$ cat src/inc/run_select_consts.vh
// constants for the run command and preset speed selection block
// assumes a 100 MHz control clock and a 32-bit classic Wishbone bus
`ifndef RUN_SELECT_CONSTS_VH
`define RUN_SELECT_CONSTS_VH

// ==========================================================
// timing
`define CLK_FREQ_MHZ 100
`define DEBOUNCE_TIME_US 1000
`define DEBOUNCE_CYCLES (`DEBOUNCE_TIME_US * `CLK_FREQ_MHZ)

// ==========================================================
// register byte offsets
`define REG_CTRL 8'h00
`define REG_STATUS 8'h04
`define REG_FSEL_LO 8'h08
`define REG_FSEL_HI 8'h0C
`define REG_LINK 8'h10
`define REG_PRESET_BASE 8'h20
`define REG_PRESET_LAST 8'h3C

// ==========================================================
// control register fields
`define CTRL_SRC_LSB 0
`define CTRL_FMODE_LSB 4
`define CTRL_KDIR_BIT 8
`define CTRL_INHIBIT_LSB 9
`define CTRL_PWR_AUTO_BIT 11
`define CTRL_FLT_AUTO_BIT 12
`define CTRL_MASK 32'h0000_1FF3
`define CTRL_RESET 32'h0000_0001

// ==========================================================
// link settings register fields
`define LINK_PROT_BIT 0
`define LINK_STATION_LSB 8
`define LINK_BAUD_LSB 16
`define LINK_MASK 32'h0007_FF01
`define LINK_RESET 32'h0003_0100

// ==========================================================
// input function select registers, one byte per input
`define FSEL_MASK 32'h1F1F_1F1F
`define FSEL_LO_RESET 32'h0302_0100
`define FSEL_HI_RESET 32'h0706_0504

// ==========================================================
// status register fields
`define STAT_RUN_BIT 0
`define STAT_REV_BIT 1
`define STAT_REVERSING_BIT 2
`define STAT_BLOCK_BIT 3
`define STAT_STEP_LSB 4
`define STAT_TERM_LSB 8

// ==========================================================
// encodings
`define SRC_KEYPAD 2'h0
`define SRC_TERM_MODE1 2'h1
`define SRC_TERM_MODE2 2'h2
`define SRC_LINK 2'h3
`define FMODE_BIPOLAR 4'h2
`define INHIBIT_NONE 2'h0
`define INHIBIT_FWD 2'h1
`define INHIBIT_REV 2'h2
`define FN_FWD_RUN 5'h00
`define FN_REV_RUN 5'h01
`define FN_STEP_BIT0 5'h05
`define FN_STEP_BIT1 5'h06
`define FN_STEP_BIT2 5'h07

// ==========================================================
// preset table reset values, 0.01 Hz units
`define PRESET0_RESET 16'h0000
`define PRESET1_RESET 16'h03E8
`define PRESET2_RESET 16'h07D0
`define PRESET3_RESET 16'h0BB8
`define PRESET4_RESET 16'h0BB8
`define PRESET5_RESET 16'h09C4
`define PRESET6_RESET 16'h07D0
`define PRESET7_RESET 16'h05DC

`endif

$ cat src/rtl/preset_speed_table.v
// eight-word table of step frequencies with registered read data
// assumes one clock domain; write and read ports are independent
`timescale 1ns/1ps
`default_nettype none
`include "run_select_consts.vh"

module preset_speed_table #(
  parameter FREQ_WIDTH = 16
) (
  // clock and reset
  input wire sys_clk_i,
  input wire nrst_i,
  // write port
  input wire wr_en_i,
  input wire [2:0] wr_addr_i,
  input wire [FREQ_WIDTH-1:0] wr_data_i,
  input wire [1:0] wr_be_i,
  // read port
  input wire [2:0] rd_addr_i,
  output reg [FREQ_WIDTH-1:0] rd_data_o
);

  reg [FREQ_WIDTH-1:0] mem [0:7];
  integer k;

  function [15:0] reset_word;
    input [2:0] idx;
    begin
      case (idx)
        3'h0: reset_word = `PRESET0_RESET;
        3'h1: reset_word = `PRESET1_RESET;
        3'h2: reset_word = `PRESET2_RESET;
        3'h3: reset_word = `PRESET3_RESET;
        3'h4: reset_word = `PRESET4_RESET;
        3'h5: reset_word = `PRESET5_RESET;
        3'h6: reset_word = `PRESET6_RESET;
        default: reset_word = `PRESET7_RESET;
      endcase
    end
  endfunction

  always @(posedge sys_clk_i or negedge nrst_i) begin
    if (!nrst_i) begin
      for (k = 0; k < 8; k = k + 1) begin
        mem[k] <= reset_word(k[2:0]);
      end
      rd_data_o <= {FREQ_WIDTH{1'b0}};
    end else begin
      if (wr_en_i) begin
        if (wr_be_i[0]) begin
          mem[wr_addr_i][7:0] <= wr_data_i[7:0];
        end
        if (wr_be_i[1]) begin
          mem[wr_addr_i][FREQ_WIDTH-1:8] <= wr_data_i[FREQ_WIDTH-1:8];
        end
      end
      rd_data_o <= mem[rd_addr_i];
    end
  end

endmodule // preset_speed_table
`default_nettype wire

$ cat src/rtl/run_command_step_select.v
// run command, direction and preset speed step selection
// assumes terminal and keypad pins are asynchronous; fault, link and
// motor-stopped signals come from logic on the same clock
//
// Summary of operation
// - any of the eight inputs may be a step select bit
// - codes five to seven make an input step bits zero to two
// - step zero uses preset speed word zero of the table
// - steps one to seven use the preset speed words
// - keypad mode: run key starts if frequency set, stop key stops
// - keypad direction setting picks forward or reverse
// - remote keypad, when present, replaces the built-in keypad
// - terminal mode one: forward input runs forward, reverse runs reverse
// - terminal mode one: both inputs on or both off means stop
// - terminal mode two: forward input runs, reverse input sets direction
// - link mode: run and direction come from the serial link
// - bipolar frequency mode: negative input inverts the direction
// - direction change while running: decelerate to stop, then reverse
// - inhibit: zero allows both, one blocks forward, two blocks reverse
// - power-on autostart runs if the terminal is on at power-up
// - fault autorestart runs if the terminal is on at fault clear
// - autostart functions do nothing in keypad or link mode
//
// Decided for this implementation: the Wishbone interface to the registers and the register offsets.
`timescale 1ns/1ps
`default_nettype none
`include "run_select_consts.vh"

module run_command_step_select #(
  parameter DEBOUNCE_CYCLES = `DEBOUNCE_CYCLES,
  parameter FREQ_WIDTH = 16
) (
  // clock and reset
  input wire sys_clk_i,
  input wire nrst_i,
  // wishbone slave
  input wire wb_cyc_i,
  input wire wb_stb_i,
  input wire wb_we_i,
  input wire [7:0] wb_adr_i,
  input wire [3:0] wb_sel_i,
  input wire [31:0] wb_dat_i,
  output reg [31:0] wb_dat_o,
  output reg wb_ack_o,
  // control terminals and keypads (pins)
  input wire [7:0] terminal_i,
  input wire run_key_i,
  input wire stop_key_i,
  input wire remote_run_key_i,
  input wire remote_stop_key_i,
  input wire remote_keypad_present_i,
  input wire bipolar_negative_i,
  // drive-internal status
  input wire fault_i,
  input wire motor_stopped_i,
  input wire link_run_i,
  input wire link_reverse_i,
  // run command out
  output wire run_o,
  output reg reverse_o,
  output wire reversing_o,
  output reg [2:0] step_index_o,
  output reg [FREQ_WIDTH-1:0] step_freq_o,
  output wire [3:0] freq_mode_o,
  // serial link settings
  output wire link_protocol_select_o,
  output wire [7:0] station_number_o,
  output wire [2:0] link_baud_select_o
);

  localparam CW = $clog2(DEBOUNCE_CYCLES + 4);
  localparam [CW-1:0] DB_LAST = DEBOUNCE_CYCLES - 1;
  localparam [CW-1:0] SETTLE_LAST = DEBOUNCE_CYCLES + 3;
  localparam NPIN = 14;

  // one-hot run states
  localparam [2:0] ST_STOP = 3'b001;
  localparam [2:0] ST_RUN = 3'b010;
  localparam [2:0] ST_REVERSAL = 3'b100;

  // ==========================================================
  // registers
  reg [31:0] ctrl_reg;
  reg [31:0] link_reg;
  reg [31:0] fsel_lo;
  reg [31:0] fsel_hi;

  wire [1:0] run_source = ctrl_reg[`CTRL_SRC_LSB +: 2];
  wire keypad_direction_select = ctrl_reg[`CTRL_KDIR_BIT];
  wire [1:0] direction_inhibit = ctrl_reg[`CTRL_INHIBIT_LSB +: 2];
  wire power_on_autostart = ctrl_reg[`CTRL_PWR_AUTO_BIT];
  wire fault_reset_autorestart = ctrl_reg[`CTRL_FLT_AUTO_BIT];
  wire [63:0] fsel_all = {fsel_hi, fsel_lo};

  assign freq_mode_o = ctrl_reg[`CTRL_FMODE_LSB +: 4];
  assign link_protocol_select_o = link_reg[`LINK_PROT_BIT];
  assign station_number_o = link_reg[`LINK_STATION_LSB +: 8];
  assign link_baud_select_o = link_reg[`LINK_BAUD_LSB +: 3];

  function [31:0] byte_merge;
    input [31:0] old_val;
    input [31:0] new_val;
    input [3:0] sel;
    integer b;
    begin
      byte_merge = old_val;
      for (b = 0; b < 4; b = b + 1) begin
        if (sel[b]) begin
          byte_merge[b*8 +: 8] = new_val[b*8 +: 8];
        end
      end
    end
  endfunction

  // ==========================================================
  // pin synchronisers
  wire [NPIN-1:0] pins = {bipolar_negative_i, remote_keypad_present_i,
    remote_stop_key_i, remote_run_key_i, stop_key_i, run_key_i,
    terminal_i};
  reg [NPIN-1:0] sync_a;
  reg [NPIN-1:0] sync_b;
  reg [3:0] key_q;

  always @(posedge sys_clk_i or negedge nrst_i) begin
    if (!nrst_i) begin
      sync_a <= {NPIN{1'b0}};
      sync_b <= {NPIN{1'b0}};
      key_q <= 4'h0;
    end else begin
      sync_a <= pins;
      sync_b <= sync_a;
      key_q <= sync_b[11:8];
    end
  end

  wire [3:0] key_press = sync_b[11:8] & ~key_q;
  wire remote_present = sync_b[12];
  wire bipolar_negative = sync_b[13];

  // ==========================================================
  // terminal debouncers: a level must hold for the full count
  wire [7:0] term_filt;
  genvar gi;
  generate
    for (gi = 0; gi < 8; gi = gi + 1) begin : g_db
      reg [CW-1:0] cnt;
      reg filt;
      assign term_filt[gi] = filt;
      always @(posedge sys_clk_i or negedge nrst_i) begin
        if (!nrst_i) begin
          cnt <= {CW{1'b0}};
          filt <= 1'b0;
        end else if (sync_b[gi] == filt) begin
          cnt <= {CW{1'b0}};
        end else if (cnt == DB_LAST) begin
          cnt <= {CW{1'b0}};
          filt <= sync_b[gi];
        end else begin
          cnt <= cnt + 1'b1;
        end
      end
    end
  endgenerate

  // filters start low, so no terminal is trusted until one full
  // debounce window and three more cycles have passed after reset
  reg [CW-1:0] settle_cnt;
  wire settled = (settle_cnt == SETTLE_LAST);

  always @(posedge sys_clk_i or negedge nrst_i) begin
    if (!nrst_i) begin
      settle_cnt <= {CW{1'b0}};
    end else if (!settled) begin
      settle_cnt <= settle_cnt + 1'b1;
    end
  end

  // ==========================================================
  // input function decode
  reg [2:0] next_step;
  reg fwd_in;
  reg rev_in;
  reg [4:0] code;
  integer k;

  always @* begin
    next_step = 3'b000;
    fwd_in = 1'b0;
    rev_in = 1'b0;
    code = 5'h00;
    for (k = 0; k < 8; k = k + 1) begin
      code = fsel_all[k*8 +: 5];
      if (term_filt[k]) begin
        case (code)
          `FN_FWD_RUN: fwd_in = 1'b1;
          `FN_REV_RUN: rev_in = 1'b1;
          `FN_STEP_BIT0: next_step[0] = 1'b1;
          `FN_STEP_BIT1: next_step[1] = 1'b1;
          `FN_STEP_BIT2: next_step[2] = 1'b1;
          default: ;
        endcase
      end
    end
  end

  // ==========================================================
  // run source selection
  wire term_mode = (run_source == `SRC_TERM_MODE1) ||
    (run_source == `SRC_TERM_MODE2);
  wire term_run = (run_source == `SRC_TERM_MODE1) ?
    (fwd_in ^ rev_in) : fwd_in;
  wire kp_run_press = remote_present ? key_press[2] : key_press[0];
  wire kp_stop_press = remote_present ? key_press[3] : key_press[1];

  reg kp_run;
  reg term_block;
  reg por_done;
  reg fault_q;
  wire fault_cleared = fault_q & ~fault_i;

  always @(posedge sys_clk_i or negedge nrst_i) begin
    if (!nrst_i) begin
      kp_run <= 1'b0;
    end else if (kp_stop_press || fault_i ||
        run_source != `SRC_KEYPAD) begin
      kp_run <= 1'b0;
    end else if (kp_run_press && step_freq_o != {FREQ_WIDTH{1'b0}}) begin
      kp_run <= 1'b1;
    end
  end

  // a terminal that is on at power-up or fault clear is held off until
  // seen off, unless the matching autostart is enabled; the power-on
  // choice waits for the settle window so software can set autostart
  always @(posedge sys_clk_i or negedge nrst_i) begin
    if (!nrst_i) begin
      por_done <= 1'b0;
      term_block <= 1'b1;
      fault_q <= 1'b0;
    end else begin
      fault_q <= fault_i;
      if (!por_done) begin
        por_done <= settled;
        if (settled) begin
          term_block <= ~(power_on_autostart & term_mode);
        end
      end else if (fault_cleared) begin
        term_block <= ~(fault_reset_autorestart & term_mode);
      end else if (settled && !term_run) begin
        term_block <= 1'b0;
      end
    end
  end

  reg cmd_run;
  reg cmd_rev;

  always @* begin
    case (run_source)
      `SRC_KEYPAD: begin
        cmd_run = kp_run;
        cmd_rev = keypad_direction_select;
      end
      `SRC_TERM_MODE1: begin
        cmd_run = term_run & ~term_block;
        cmd_rev = rev_in;
      end
      `SRC_TERM_MODE2: begin
        cmd_run = term_run & ~term_block;
        cmd_rev = rev_in;
      end
      default: begin
        cmd_run = link_run_i;
        cmd_rev = link_reverse_i;
      end
    endcase
  end

  wire dir_final = cmd_rev ^
    (freq_mode_o == `FMODE_BIPOLAR && bipolar_negative);
  wire inhibited =
    (direction_inhibit == `INHIBIT_FWD && !dir_final) ||
    (direction_inhibit == `INHIBIT_REV && dir_final);
  wire run_ok = cmd_run & ~fault_i & ~inhibited;

  // ==========================================================
  // run state machine
  reg [2:0] state;

  always @(posedge sys_clk_i or negedge nrst_i) begin
    if (!nrst_i) begin
      state <= ST_STOP;
      reverse_o <= 1'b0;
      step_index_o <= 3'b000;
    end else begin
      step_index_o <= next_step;
      case (state)
        ST_STOP: begin
          if (run_ok) begin
            state <= ST_RUN;
            reverse_o <= dir_final;
          end
        end
        ST_RUN: begin
          if (!run_ok) begin
            state <= ST_STOP;
          end else if (dir_final != reverse_o) begin
            state <= ST_REVERSAL;
          end
        end
        ST_REVERSAL: begin
          // old direction stays on the output until the motor rests
          if (motor_stopped_i) begin
            if (run_ok) begin
              state <= ST_RUN;
              reverse_o <= dir_final;
            end else begin
              state <= ST_STOP;
            end
          end
        end
        default: state <= ST_STOP;
      endcase
    end
  end

  assign run_o = state[1];
  assign reversing_o = state[2];

  // ==========================================================
  // wishbone slave: ack two cycles after the request, write at the ack
  wire req = wb_cyc_i & wb_stb_i;
  wire preset_hit = (wb_adr_i >= `REG_PRESET_BASE) &&
    (wb_adr_i <= `REG_PRESET_LAST) && (wb_adr_i[1:0] == 2'b00);
  wire bus_rd_mem = req & preset_hit & ~wb_we_i;
  wire wr_now = req & wb_ack_o & wb_we_i;
  wire [2:0] mem_raddr = bus_rd_mem ? wb_adr_i[4:2] : step_index_o;
  wire [FREQ_WIDTH-1:0] mem_rdata;
  reg pend;
  reg rd_was_step;

  preset_speed_table #(
    .FREQ_WIDTH(FREQ_WIDTH)
  ) u_table (
    .sys_clk_i(sys_clk_i),
    .nrst_i(nrst_i),
    .wr_en_i(wr_now & preset_hit),
    .wr_addr_i(wb_adr_i[4:2]),
    .wr_data_i(wb_dat_i[FREQ_WIDTH-1:0]),
    .wr_be_i(wb_sel_i[1:0]),
    .rd_addr_i(mem_raddr),
    .rd_data_o(mem_rdata)
  );

  wire [31:0] status_word = {16'h0000, term_filt, 1'b0, step_index_o,
    term_block, state[2], reverse_o, state[1]};
  reg [31:0] rd_mux;

  always @* begin
    case (wb_adr_i)
      `REG_CTRL: rd_mux = ctrl_reg & `CTRL_MASK;
      `REG_STATUS: rd_mux = status_word;
      `REG_FSEL_LO: rd_mux = fsel_lo & `FSEL_MASK;
      `REG_FSEL_HI: rd_mux = fsel_hi & `FSEL_MASK;
      `REG_LINK: rd_mux = link_reg & `LINK_MASK;
      default: begin
        rd_mux = 32'h0000_0000;
        if (preset_hit) begin
          rd_mux[FREQ_WIDTH-1:0] = mem_rdata;
        end
      end
    endcase
  end

  always @(posedge sys_clk_i or negedge nrst_i) begin
    if (!nrst_i) begin
      pend <= 1'b0;
      wb_ack_o <= 1'b0;
      wb_dat_o <= 32'h0000_0000;
      rd_was_step <= 1'b0;
      step_freq_o <= {FREQ_WIDTH{1'b0}};
    end else begin
      pend <= req & ~pend & ~wb_ack_o;
      wb_ack_o <= req & pend;
      if (req && pend) begin
        wb_dat_o <= wb_we_i ? 32'h0000_0000 : rd_mux;
      end
      // table port is shared; keep the last step value during bus reads
      rd_was_step <= ~bus_rd_mem;
      if (rd_was_step) begin
        step_freq_o <= mem_rdata;
      end
    end
  end

  always @(posedge sys_clk_i or negedge nrst_i) begin
    if (!nrst_i) begin
      ctrl_reg <= `CTRL_RESET;
      link_reg <= `LINK_RESET;
      fsel_lo <= `FSEL_LO_RESET;
      fsel_hi <= `FSEL_HI_RESET;
    end else if (wr_now) begin
      case (wb_adr_i)
        `REG_CTRL: ctrl_reg <= byte_merge(ctrl_reg, wb_dat_i, wb_sel_i);
        `REG_LINK: link_reg <= byte_merge(link_reg, wb_dat_i, wb_sel_i);
        `REG_FSEL_LO: fsel_lo <= byte_merge(fsel_lo, wb_dat_i, wb_sel_i);
        `REG_FSEL_HI: fsel_hi <= byte_merge(fsel_hi, wb_dat_i, wb_sel_i);
        default: ;
      endcase
    end
  end

endmodule // run_command_step_select
`default_nettype wire

$ cat config.mk
export PLATFORM = sky130hd
export DESIGN_NAME = run_command_step_select
export DESIGN_NICKNAME = d
export VERILOG_FILES = /design/src/rtl/preset_speed_table.v /design/src/rtl/run_command_step_select.v
export VERILOG_INCLUDE_DIRS = /design/src /design/src/inc
export SDC_FILE = /design/constraint.sdc
export NUM_CORES = 1
export LEC_CHECK = 0
export ABC_AREA = 1
export BUFFER_PORTS_ARGS = -buffer_cell sky130_fd_sc_hd__buf_2
export CORE_ASPECT_RATIO = 0.7
export CORE_MARGIN = 4
export CORE_UTILIZATION = 40
export DETAILED_ROUTE_END_ITERATION = 12
export PLACE_DENSITY_LB_ADDON = 0.3
export SLEW_MARGIN = 20
export SYNTH_ARGS = -nofsm -noshare
export SYNTH_HDL_FRONTEND = slang
export SYNTH_HIERARCHICAL = 1
export SYNTH_SLANG_ARGS = --single-unit
$ cat constraint.sdc
create_clock -name sys_clk_i -period 5.3 [get_ports sys_clk_i]
set_input_delay 0.53 -clock sys_clk_i [delete_from_list [all_inputs] [get_ports sys_clk_i]]
set_output_delay 0.53 -clock sys_clk_i [all_outputs]
set_load 0.005 [all_outputs]
## After elaboration in Yosys (flattened, before gate mapping)

Index checks and enable logic that the tools add are counted.

| word-level totals | value |
|---|---|
| flip-flop bits (word level) | 464 |
| output and inout bits | 71 |
| word-level logic and storage cells | 345 |

| cells by class | value |
|---|---|
| $add $sub $neg | 9 |
| $lt $le $gt $ge | 5 |
| eq/ne operators | 66 |
| multiplexer cells | 117 |
| bitwise gates (word level) | 38 |
| reductions and logical operators | 56 |

Operators by type and width:

| cell | number |
|---|---|
| 128-bit two-way mux | 3 |
| 17-bit two-way mux | 16 |
| 128-bit bitwise mux | 2 |
| 17-bit by 1-bit adder with 17-bit output, second input constant | 9 |
| 17-bit equality test, second input constant | 9 |
| 29-bit case mux with 5 select lines | 1 |
| 5-bit by 3-bit equality test with 1-bit output, second input constant | 24 |
| 16-bit demux with 3-bit select | 2 |
| 1-bit two-way mux | 68 |
| 16-bit two-way mux | 4 |
| 16-bit binary-select mux with 3-bit select | 1 |
| 3-bit AND reduction | 14 |
| 5-bit by 1-bit equality test with 1-bit output, second input constant | 8 |
| 5-bit zero test | 8 |
| 3-bit two-way mux | 13 |
| 32-bit two-way mux | 1 |
| 2-bit AND reduction | 10 |
| 1-bit NOT | 17 |
| 8-bit by 4-bit equality test with 1-bit output, second input constant | 2 |
| 16-bit nonzero test | 1 |
| 1-bit AND | 15 |
| 1-bit logical AND | 9 |
| 3-bit case mux with 3 select lines | 1 |
| 1-bit equality test | 8 |
| other kinds (29) | 45 |

## Longest topological paths before layout

Gate-level depths: netlist (run 1).

| depth | value |
|---|---|
| word-level depth | 27 |
| mapped depth | 17 |
| mapped depth without buffers | 17 |

## Hierarchy

The synthesis (run 1) kept the hierarchy.

Modules (own cells, without submodules):

| module | instances | cells each | area an instance (µm²) | seq. area each (µm²) |
|---|---|---|---|---|
| run_command_step_select | 1 | 1680 | 14851.7 | 7830.0 |
| preset_speed_table | 1 | 889 | 6919.1 | 3658.5 |

## Worst setup path before layout (run 1)

Ideal clock, no wire load.

| timing | value |
|---|---|
| kind | input-to-reg |
| from | input port wb_adr_i[1] |
| to | register u_table.rd_data_o[10] |
| arrival | 2478 ps |
| required time | 5183 ps |
| path slack | 2705 ps |
| cell stages on the path | 12 |
| cells stage by stage | nor2_1 inv_1 nor3_1 nand3_1 o21ai_0 buf_2 clkbuf_1 nand2_1 nand3_1 nand2_1 nand2_1 nand2_1 |

| on the way | value |
|---|---|
| longest elaborated chain between the ends | 10 |
| elaborated cells between the ends (all ways) | 12 |
| classes of those cells | 2 x order compare; 4 x mux; 3 x bitwise; 3 x reduce/logical |

Ends and longest elaborated chain:

| item | line | RTL |
|---|---|---|
| from (decl) | run_command_step_select.v:40 | `input wire [7:0] wb_adr_i,` |
| 8-bit by 6-bit >= comparator with 1-bit output (no source line) / 8-bit by 6-bit <= comparator with 1-bit output (equally long branches) | n/a |  |
| 1-bit logical AND | run_command_step_select.v:333 | `` wire preset_hit = (wb_adr_i >= `REG_PRESET_BASE) && `` |
| 1-bit logical AND (*) | run_command_step_select.v:333 |  |
| 1-bit AND (*) (2 in series) | run_command_step_select.v:335 | `wire bus_rd_mem = req & preset_hit & ~wb_we_i;` |
| 3-bit two-way mux (*) | run_command_step_select.v:337 | `wire [2:0] mem_raddr = bus_rd_mem ? wb_adr_i[4:2] : step_index_o;` |
| net mem_raddr[0] | run_command_step_select.v:337 |  |
| 3-bit NOT with 4-bit output (not written as such) (*) | preset_speed_table.v:57 | `rd_data_o <= mem[rd_addr_i];` |
| 16-bit binary-select mux with 3-bit select (*) | preset_speed_table.v:57 |  |
| 16-bit two-way mux (not written as such) (*) (2 in series) | preset_speed_table.v:57 |  |
| to (signal assigned) | preset_speed_table.v:47 | `rd_data_o <= {FREQ_WIDTH{1'b0}};` |
| to (signal assigned) | preset_speed_table.v:57 |  |
| to (decl) | preset_speed_table.v:20 | `output reg [FREQ_WIDTH-1:0] rd_data_o` |

The timed path passes the listed nets; every way through them passes the cells marked *. The select of a mux whose other input is x is not followed.
A chain may end at the register's enable or synchronous reset.

## Worst setup path after layout (run 1)

| timing | value |
|---|---|
| from | input port wb_adr_i[1] |
| to | register wb_dat_o[14] |

| on the way | value |
|---|---|
| longest elaborated chain between the ends | 6 |
| elaborated cells between the ends (all ways) | 13 |
| classes of those cells | 2 x order compare; 4 x eq/ne; 3 x mux; 4 x reduce/logical |

Ends and longest elaborated chain:

| item | line | RTL |
|---|---|---|
| 8-bit by 6-bit >= comparator with 1-bit output (no source line) / 8-bit by 6-bit <= comparator with 1-bit output (equally long branches) | n/a |  |
| 1-bit logical AND (2 in series) | run_command_step_select.v:333 |  |
| 16-bit two-way mux | run_command_step_select.v:368 | `if (preset_hit) begin` |
| 29-bit case mux with 5 select lines (*) | run_command_step_select.v:360 | `case (wb_adr_i)` |
| 32-bit two-way mux (*) | run_command_step_select.v:386 | `wb_dat_o <= wb_we_i ? 32'h0000_0000 : rd_mux;` |
| to (signal assigned) | run_command_step_select.v:386 |  |
| to (decl) | run_command_step_select.v:43 | `output reg [31:0] wb_dat_o,` |

Every way passes the cells marked *; elsewhere a longest branch is shown, timed or not.

==> run_results.csv, run 1 <==
group,metric,value,unit
setup_path,r2r-end,"u_table/mem[94]$_DFFE_PN0P_",
global_routing,grt_overflow,0,
route,drc,0,
clock_network,clk_path_buf_depth,3,
synth,synth_warnings,6,
route,drt_iter0_drc,1592,
sta,setup_tns,0,ps
place,portBuffers,125,
global_routing,grt_busiest_layer,"met1",
setup_path,cp_max_fo,13,
synth,synth_common_cells,"630 x nand2_1, 394 x dfrtp_1, 389 x inv_1",
floorplan,initial_core_util,40.5,%
setup_path,crit_required,5720,ps
sta,finalMaxSlewViolations,0,
place,hpwlAfterDp,42500,microns
sta,finalHoldViolCount,0,
synth,avgSynthCellArea,8.47,sq um
global_routing,use_met1,29.3,%
synth,post-synth-top-count-cell,"nand2_1",
pwr,powerDensity,293,nW/um^2
clock_network,post_cts_buffers,0,
synth,yosysTopAreaCellShare,45.3,%
clock_network,cts_max_level,2,
sta,final-setup-viol-count,0,
finish,nNetsFinal,2771,
min_path,hp-class,"in2reg",
route,ant_nets,0,
global_routing,antenna_found_initial,3,
sta,clock_skew,31.2,ps
synth,synth-edff-count,0,
clock_network,hold_buffers,1,
setup_path,critPathSlowestCell,"a221oi_1",
finish,layout.cells.non_filler,3459,
synth,synthCells,2569,
finish,largest_register,"g_db.cnt",
sta,slew_headroom,37.3,%
setup_path,crit_buf_inv,4,
floorplan,die_h,203,microns
min_path,min_path_cells,1,
setup_path,critPathKind,"in2reg",
global_routing,grt_use_met3,5.92,%
min_path,min_to,"sync_a[0]$_DFF_PN0_",
setup_path,slowest_delay,740,ps
floorplan,dieWidth,287,microns
outcome,status,"finished clean",
setup_path,rrSetupSlack,2670,ps
floorplan,num_io_pins,138,
min_path,hold_start,"terminal_i[0]",
clock_network,clock_latency,570,ps
clock_network,cts_tree,"done",
synth,synthTopCellsByArea,"dfrtp_1 45%, nand2_1 11%, dfstp_2 7.5%, inv_1 6.7%, o21ai_0 4.0%",
synth,async_reset_ff_share,100,%
pwr,irDropWorstVdd,0.229,mV
synth,synth_area_leader_cell,"dfrtp_1",
clock_network,cts_root_buf,"clkbuf_16",
clock_network,cts.sinks,456,
global_routing,grt_pass1_wl,92900,microns
setup_path,worstReg2RegStart,"wb_ack_o$_DFF_PN0_",
setup_path,path_delay_family,"simple AND/OR/NAND/NOR gates",
floorplan,dieArea,58300,sq um
sta,fin_crit,3540,ps
synth,syn-cell-area,21800,sq um
synth,synth-seq-area-share,52.8,%
sta,final.period_utilization,66.8,%
synth,yosysUniqueCellTypes,60,
route,wl,57800,microns
route,dr.pass1.iters,5,
setup_path,endpoint_kind,"flop",
global_routing,grt.total_usage,19.8,%
route,drt-vias-per-instance,5.13,
sta,worstMarginPinSlew,937,ps
finish,fin_util,45.9,%
global_routing,grt_pass1_vias,17100,
place,gp_congestion,0.908,
clock_network,cts_made_buffers,45,
finish,fillers,5149,
sta,fmax,0.282,GHz
floorplan,rows,71,
finish,diodes,0,
setup_path,r2r_cells,7,
synth,synth_seq_cells,456,
place,place_inst,3374,
pwr,p_leak,11.5,nW
run,cap_viol_max_count,0,
global_routing,met2_usage,28.8,%
synth,synthFlopType,"dfrtp_1",
setup_path,worstSetupStartpointType,"primary input",
finish,drive_above_1_share,15.1,%
finish,reg_top3,"g_db.cnt: 136 flops, u_table/mem: 128 flops, wb_dat_o: 26 flops",
floorplan,coreArea,53700,sq um
global_routing,grt_max_degree,161,
finish,largest_reg_flops,136,
clock_network,path_clk_slew,70,ps
route,wl_per_cell,16.7,microns
finish,syn2layout_area_growth,13.4,%
sta,rsz0062_at_grt,"false",
setup_path,worstPathCellList,"buf_2 -> nor2_1 -> inv_1 -> nor4_4 -> inv_1 -> nand2_1 -> inv_1 -> a221oi_1 -> o31ai_1",
setup_path,crit_arrival,3970,ps
clock_network,cts_resized,0,
setup_path,crit_top_cell,"inv_1",
route,via_count,17700,
[placed cells by master (no fill, tap or decap), types with 7 or more instances in the layout]
| master | instances |
|---|---|
| nand2_1 | 630 |
| dfrtp_1 | 394 |
| inv_1 | 389 |
| nor2_1 | 175 |
| o21ai_0 | 170 |
| nand3_1 | 135 |
| buf_2 | 124 |
| a21oi_1 | 69 |
| dfstp_2 | 62 |
| nor3_1 | 60 |
| o21ai_1 | 47 |
| clkbuf_16 | 47 |
| xor2_1 | 33 |
| nor3_2 | 30 |
| nand4_1 | 29 |
| nor2_2 | 28 |
| nor4_1 | 26 |
| nor3b_1 | 21 |
| a221oi_1 | 21 |
| o21ai_2 | 15 |
| inv_2 | 14 |
| a31oi_1 | 13 |
| mux2_2 | 12 |
| ha_1 | 12 |
| buf_4 | 12 |
| clkbuf_8 | 11 |
| clkinv_2 | 9 |
| xnor2_1 | 8 |
| nor2_4 | 8 |
| a211oi_1 | 7 |
| nand2_2 | 7 |
| clkbuf_1 | 7 |
[routing by layer]
metal / vias to the layer above / routed length, microns
met2: 534 / 24500
li1: 8548 / -
met1: 8583 / 26800
met3: 67 / 5470
met5: - / 105
met4: 4 / 899
[logic make-up after synthesis]
logic type | count (synthesis) | share of synthesized area, %
other | 1 | 0.0172
DFF | 456 | 52.8
AOI/OAI and AO/OA | 398 | 10.7
buffers and inverters | 473 | 8.82
xor gates and xnor gates | 41 | 1.65
and+or+nand+nor | 1176 | 24.7
adders and majority gates | 12 | 0.690
muxes | 12 | 0.621
[layout make-up]
class / instances / area (sq um) / area share, %
Timing Repair Buffer: 140 / 776 / 3.14
Tap cell: 730 / 913 / 3.70
Clock buffer: 65 / 1350 / 5.48
Sequential cell: 456 / 11500 / 46.5
Clock inverter: 19 / 236 / 0.958
Inverter: 404 / 1520 / 6.14
Multi-Input combinational cell: 1645 / 8400 / 34.0
[how the worst max path moves through the flow]
stage          depth (start not counted)   startpoint                               to
2_1_floorplan                         12  wb_adr_i[1]  u_table/rd_data_o[10]$_DFF_PN0_
5_1_grt                               15  wb_adr_i[1]   u_table/rd_data_o[5]$_DFF_PN0_
3_3_place_gp                          15  wb_adr_i[1]   u_table/rd_data_o[6]$_DFF_PN0_
3_5_place_dp                          15  wb_adr_i[1]   u_table/rd_data_o[5]$_DFF_PN0_
6_report                               9  wb_adr_i[1]         wb_dat_o[14]$_DFFE_PN0P_
4_1_cts                               15  wb_adr_i[1]   u_table/rd_data_o[5]$_DFF_PN0_
[per-stage QoR]
step	setup WS, ps	hold WS (ps)	power, mW	cell area (sq um)
finish	1760	66.5	7.24	24700
global route	1640	47.6	7.52	24700
CTS	2010	51.0	7.32	24700
detailed placement	1430	335	3.90	23100
global placement	1510	337	3.89	23100
floorplan	2710	234	3.73	21800
[where the power goes]
| part | switching, mW | total (mW) | internal [mW] |
|---|---|---|---|
| sequential | 0.0314 | 3.56 | 3.52 |
| combinational | 0.210 | 0.282 | 0.0721 |
| clock | 1.38 | 3.40 | 2.02 |
Note: power is estimated with default switching activity, not from simulation.
==> run 2, diff against run 1 <==
Settings changed: ABC_AREA 1 to 0.
Clock period 5.3 ns to 3.6 ns, I/O delays scaled along.
==> run 2 against run 1 <==
Sequential share of layout area increased by 1.7 points; hold slack got worse by 14 ps; sequential cell count unchanged; total power increased by 42%; wire length decreased by 12%; synthesized cell count decreased by 36%; area after synthesis decreased by 5.6%; register-to-register slack got worse by 2000 ps; critical path type is now reg2reg; largest power group unchanged.
==> run_results.csv, run 2 <==
group,metric,value,unit
pwr,irDropWorstVdd,0.325,mV
global_routing,grt_overflow,0,
setup_path,crit_buf_inv,0,
floorplan,num_io_pins,138,
finish,syn2layout_area_growth,15.8,%
floorplan,die_h,198,microns
route,ant_nets,0,
route,wl_per_cell,20.1,microns
sta,setup_tns,0,ps
setup_path,critPathSlowestCell,"dfrtp_1",
pwr,powerDensity,432,nW/um^2
synth,yosysUniqueCellTypes,63,
place,place_inst,2434,
synth,synthTopCellsByArea,"dfrtp_1 48%, mux2_2 12%, dfstp_2 7.9%, xor2_1 3.7%, mux4_2 3.5%",
setup_path,crit_arrival,3400,ps
clock_network,clock_latency,570,ps
setup_path,critPathKind,"reg2reg",
setup_path,worstPathCellList,"nor4b_2 -> nand2_1 -> o2111ai_1 -> nor4_1 -> nor3_2 -> mux2_4 -> or2_1 -> o41ai_2",
finish,largest_register,"g_db.cnt",
route,wl,51000,microns
sta,worstMarginPinSlew,988,ps
finish,final_common_cell,"dfrtp_1",
route,via_count,13500,
synth,synth_seq_cells,456,
synth,async_reset_ff_share,100,%
place,portBuffers,125,
synth,syn-cell-area,20600,sq um
global_routing,grt.total_usage,18.4,%
clock_network,post_cts_buffers,0,
clock_network,cts_made_buffers,46,
clock_network,cts_resized,0,
setup_path,path_depth,8,
floorplan,rows,69,
floorplan,initial_core_util,40.5,%
outcome,status,"finished clean",
place,gp_congestion,0.841,
route,drc,0,
clock_network,hold_buffers,16,
sta,rsz0062_at_grt,"false",
finish,final_cell_mix,"394 x dfrtp_1, 210 x mux2_2, 184 x nor2_1",
setup_path,crit_required,4050,ps
sta,finalMaxSlewViolations,0,
setup_path,endpoint_kind,"flop",
run,cap_viol_max_count,0,
floorplan,dieWidth,279,microns
sta,final.period_utilization,81.8,%
sta,finalHoldViolCount,0,
clock_network,path_clk_slew,60,ps
sta,clock_skew,18.9,ps
global_routing,grt_max_degree,79,
route,dr.pass1.iters,6,
synth,synth_warnings,6,
finish,nNetsFinal,1903,
synth,synth_common_cells,"394 x dfrtp_1, 210 x mux2_2, 184 x nor2_1",
min_path,hp-class,"in2reg",
synth,post-synth-top-count-cell,"dfrtp_1",
setup_path,worstSetupStartpointType,"flop",
finish,drive_above_1_share,31.1,%
route,drt_iter0_drc,1169,
setup_path,rrSetupSlack,650,ps
setup_path,slowest_delay,490,ps
synth,synthCells,1653,
clock_network,cts_max_level,2,
synth,synth-seq-area-share,55.9,%
synth,yosysTopAreaCellShare,48.0,%
floorplan,dieArea,55100,sq um
sta,fin_crit,2950,ps
synth,synth_area_leader_cell,"dfrtp_1",
clock_network,cts_tree,"done",
setup_path,r2r_cells,8,
setup_path,endpoint,"state[2]$_DFFE_PN0P_",
setup_path,startpoint,"g_db[3].filt$_DFFE_PN0P_",
clock_network,cts_root_buf,"clkbuf_16",
global_routing,grt_pass1_wl,79900,microns
finish,largest_reg_flops,136,
sta,final-setup-viol-count,0,
finish,reg_top3,"g_db.cnt: 136 flops, u_table/mem: 128 flops, wb_dat_o: 26 flops",
setup_path,cp_max_fo,5,
synth,synthFlopType,"dfrtp_1",
setup_path,path_delay_family,"simple AND/OR/NAND/NOR gates",
synth,synth-edff-count,0,
route,drt-vias-per-instance,5.32,
sta,slew_headroom,34.1,%
setup_path,r2r-end,"state[2]$_DFFE_PN0P_",
finish,layout.cells.non_filler,2539,
global_routing,grt_pass1_vias,13700,
clock_network,clk_path_buf_depth,3,
setup_path,worstReg2RegStart,"g_db[3].filt$_DFFE_PN0P_",
synth,avgSynthCellArea,12.4,sq um
place,hpwlAfterDp,36200,microns
pwr,p_leak,11.0,nW
floorplan,coreArea,50800,sq um
clock_network,cts.sinks,456,
global_routing,antenna_found_initial,11,
sta,fmax,0.340,GHz
## run 2: worst min-delay path by stage
stage                         startpoint                  endpoint  slack (ps)  cells after the start
global route                wb_dat_i[25]   fsel_lo[25]$_DFFE_PN1P_          30                      2
finish                      wb_dat_i[26]   fsel_lo[26]$_DFFE_PN0P_          50                      2
detailed placement  sync_a[13]$_DFF_PN0_      sync_b[13]$_DFF_PN0_         340                      0
global placement    sync_a[13]$_DFF_PN0_      sync_b[13]$_DFF_PN0_         330                      0
CTS                         wb_dat_i[26]   fsel_lo[26]$_DFFE_PN0P_          30                      2
floorplan                         nrst_i  ctrl_reg[10]$_DFFE_PN0P_          60                      0
## run 2: power breakdown
part / leakage (nW) / internal [mW] / switching (mW)
Combinational: 4.28 / 0.0929 / 0.232
Sequential: 6.03 / 5.17 / 0.0371
Clock: 0.737 / 2.77 / 1.98
Total: 11.0 / 8.04 / 2.25
## run 2: cell type report
type	count	area [sq um]
clock buffers	76	1430
multi-input cells	1120	8730
diodes	4	10.0
clock inverters	9	72.6
repair buffers	174	1120
well taps	674	843
flip-flops and latches	456	11500
inverters	26	97.6
fillers	4555	27000
## run 2: metrics by stage
stage	total power [mW]	worst slack [ps]	cell area (sq um)	util [%]	hold WS [ps]
6_report	10.3	655	23800	46.9	52.8
5_1_grt	10.7	490	23800	46.8	31.4
4_1_cts	10.4	699	23800	46.8	29.5
3_5_place_dp	5.62	366	22100	43.6	336
3_3_place_gp	5.61	436	22100	43.6	333
2_1_floorplan	5.39	491	20600	-	64.4
## run 2: cells by family (layout without fill, tap and decap cells)
family	after synthesis	in the layout	share of synthesized area (%)
simple gates	568	568	14.2
flops	456	456	55.9
mux	292	292	18.1
xor+xnor	139	139	5.92
compound gates	103	103	3.46
buf+inv	82	285	1.72
fa+ha+maj	12	12	0.730
other cells	1	10	0.0182
## run 2: worst register-to-register path: stages, from the launching register on
cell and delay [ps]:
dfrtp_1 490, nor4b_2 440, nand2_1 100, o2111ai_1 390
nor4_1 140, nor3_2 390, mux2_4 350, or2_1 240
o41ai_2 300
## run 2: metal layers
layer  wire length, microns  GRT usage, %  vias to the layer above
li1                       -             -                     6267
met1                  25000          28.0                     6827
met2                  21200          26.2                      322
met3                   3970          5.66                       78
met4                    686          3.19                       18
met5                    185          1.28                        -
==> run 3, diff against run 2 <==
Clock period 3.6 ns to 2.47 ns, I/O delays scaled along.
==> run 3 against run 2 <==
Critical path depth is 2 higher; clock-buffer cell count decreased by 9; clock power rose by 51%; sequential cell count did not move; via count is 3.4% higher; first-iteration DRC count fell by 21%; clock skew is 3.5 ps higher; cell count rose by 3.5%; sequential share of layout area is 2.0 points lower; global-route usage is 0.35 points higher.
==> run_results.csv, run 3 (synthesis results as in run 2) <==
group,metric,value,unit
outcome,status,"finished clean",
finish,final_cell_mix,"394 x dfrtp_1, 209 x mux2_2, 184 x nor2_1",
finish,largest_register,"g_db.cnt",
route,dr.pass1.iters,7,
clock_network,cts_max_level,2,
floorplan,rows,69,
finish,nNetsFinal,1995,
clock_network,clk_path_buf_depth,3,
global_routing,grt_pass1_vias,14100,
floorplan,initial_core_util,40.5,%
place,hpwlAfterDp,37500,microns
route,wl,52100,microns
run,cap_viol_max_count,0,
global_routing,grt.total_usage,18.8,%
sta,clock_skew,22.4,ps
setup_path,worstPathCellList,"nor4b_4 -> nand2_1 -> o2111ai_4 -> o21ai_2 -> xnor2_2 -> o22a_1 -> buf_4 -> buf_4 -> o21ai_0 -> nand3_2",
place,gp_congestion,0.849,
clock_network,cts_made_buffers,46,
finish,diodes,0,
setup_path,critPathKind,"reg2reg",
route,drt_iter0_drc,925,
finish,ff_latch_area,11500,sq um
sta,worstMarginPinSlew,645,ps
clock_network,cts_root_buf,"clkbuf_16",
pwr,powerDensity,617,nW/um^2
global_routing,grt_overflow,0,
route,ant_nets,0,
setup_path,crit_arrival,2800,ps
sta,finalHoldViolCount,0,
finish,drive_above_1_share,34.7,%
floorplan,num_io_pins,138,
setup_path,crit_top_cell,"buf_4",
sta,final-setup-viol-count,0,
setup_path,endpoint_kind,"flop",
sta,setup_tns,0,ps
setup_path,cp_max_fo,3,
pwr,irDropWorstVdd,0.547,mV
finish,fin_area,24800,sq um
route,wl_per_cell,19.8,microns
floorplan,coreArea,50800,sq um
min_path,hp-class,"in2reg",
sta,fmax,0.422,GHz
setup_path,path_delay_family,"compound AO/OA/AOI/OAI gates",
setup_path,critPathSlowestCell,"dfrtp_1",
floorplan,dieArea,55100,sq um
finish,syn2layout_area_growth,20.7,%
finish,fillers,4460,
clock_network,path_clk_slew,60,ps
place,dp_slack,-152,ps
route,drc,0,
setup_path,crit_required,2900,ps
global_routing,grt_max_degree,81,
finish,reg_top3,"g_db.cnt: 136 flops, u_table/mem: 128 flops, wb_dat_o: 26 flops",
global_routing,grt_pass1_wl,81300,microns
pwr,p_leak,11.6,nW
finish,largest_reg_flops,136,
sta,finalMaxSlewViolations,0,
clock_network,cts_tree,"done",
finish,final_common_cell,"dfrtp_1",
finish,multiInputGateArea,8870,sq um
place,portBuffers,125,
clock_network,cts.sinks,456,
setup_path,crit_buf_inv,2,
clock_network,clock_latency,570,ps
setup_path,worstSetupStartpointType,"flop",
pwr,finalPower,15.3,mW
global_routing,antenna_found_initial,5,
floorplan,dieWidth,279,microns
sta,slew_headroom,56.4,%
setup_path,slowest_delay,400,ps
sta,setup_ws,98.1,ps
route,drt-vias-per-instance,5.32,
place,placed_cell_area,22800,sq um
sta,final.period_utilization,96.0,%
sta,fin_crit,2370,ps
floorplan,die_h,198,microns
route,via_count,14000,
==> run 3: timing repair <==
action                     4_1_cts  5_1_grt
cloned                           0        0
resized for setup                9        9
hold endpoints to repair       124        0
hold buffers                    28        0
setup buffers                    0        3
setup endpoints to repair        3        2
pin swaps                        3        8
==> run 3: final timing paths <==
| path | to | slack, ps | startpoint | cells past startpoint |
|---|---|---|---|---|
| worst min register to register | sync_b[4]$_DFF_PN0_ | 340 | sync_a[4]$_DFF_PN0_ | 0 |
| min in group asynchronous | g_db[0].cnt[5]$_DFF_PN0_ | 190 | nrst_i | 2 |
| worst max-delay path | reverse_o$_DFFE_PN0P_ | 100 | fsel_lo[28]$_DFFE_PN0P_ | 10 |
| worst min-delay path | u_table/mem[95]$_DFFE_PN0P_ | 60 | wb_dat_i[15] | 2 |
| worst max register to register | reverse_o$_DFFE_PN0P_ | 100 | fsel_lo[28]$_DFFE_PN0P_ | 10 |
| max in group asynchronous | g_db[5].cnt[1]$_DFF_PN0_ | 1370 | nrst_i | 3 |
==> run 3: area by class of cell <==
cell class                 instances  share of cell area (%)
tap                              674                    3.40
clock inverter                    18                   0.923
inverter                          26                   0.393
timing repair buffer             266                    7.87
multi-input combinational       1120                    35.7
sequential                       456                    46.3
clock buffer                      67                    5.37
==> run 3: power by group <==
part	leakage (nW)	total [mW]	internal, mW	switching, mW
Sequential	6.03	7.59	7.54	0.0536
Clock	0.770	7.19	4.27	2.92
Combinational	4.82	0.520	0.164	0.356
Total	11.6	15.3	12.0	3.33
==> run 3: per-layer routing <==
| metal | track usage (%) | wire length [microns] |
|---|---|---|
| met1 | 28.3 | 25300 |
| met4 | 4.02 | 995 |
| met2 | 27.1 | 22000 |
| met3 | 5.29 | 3700 |
| met5 | 0 | 57 |
==> run 3: per-stage QoR <==
step / utilization, % / std cells / hold WS (ps)
2_1_floorplan: - / 1658 / -48.6
3_3_place_gp: 45.0 / 2512 / 198
3_5_place_dp: 45.0 / 2512 / 202
4_1_cts: 48.8 / 2625 / 24.5
5_1_grt: 48.9 / 2627 / 64.5
6_report: 48.9 / 2627 / 64.0
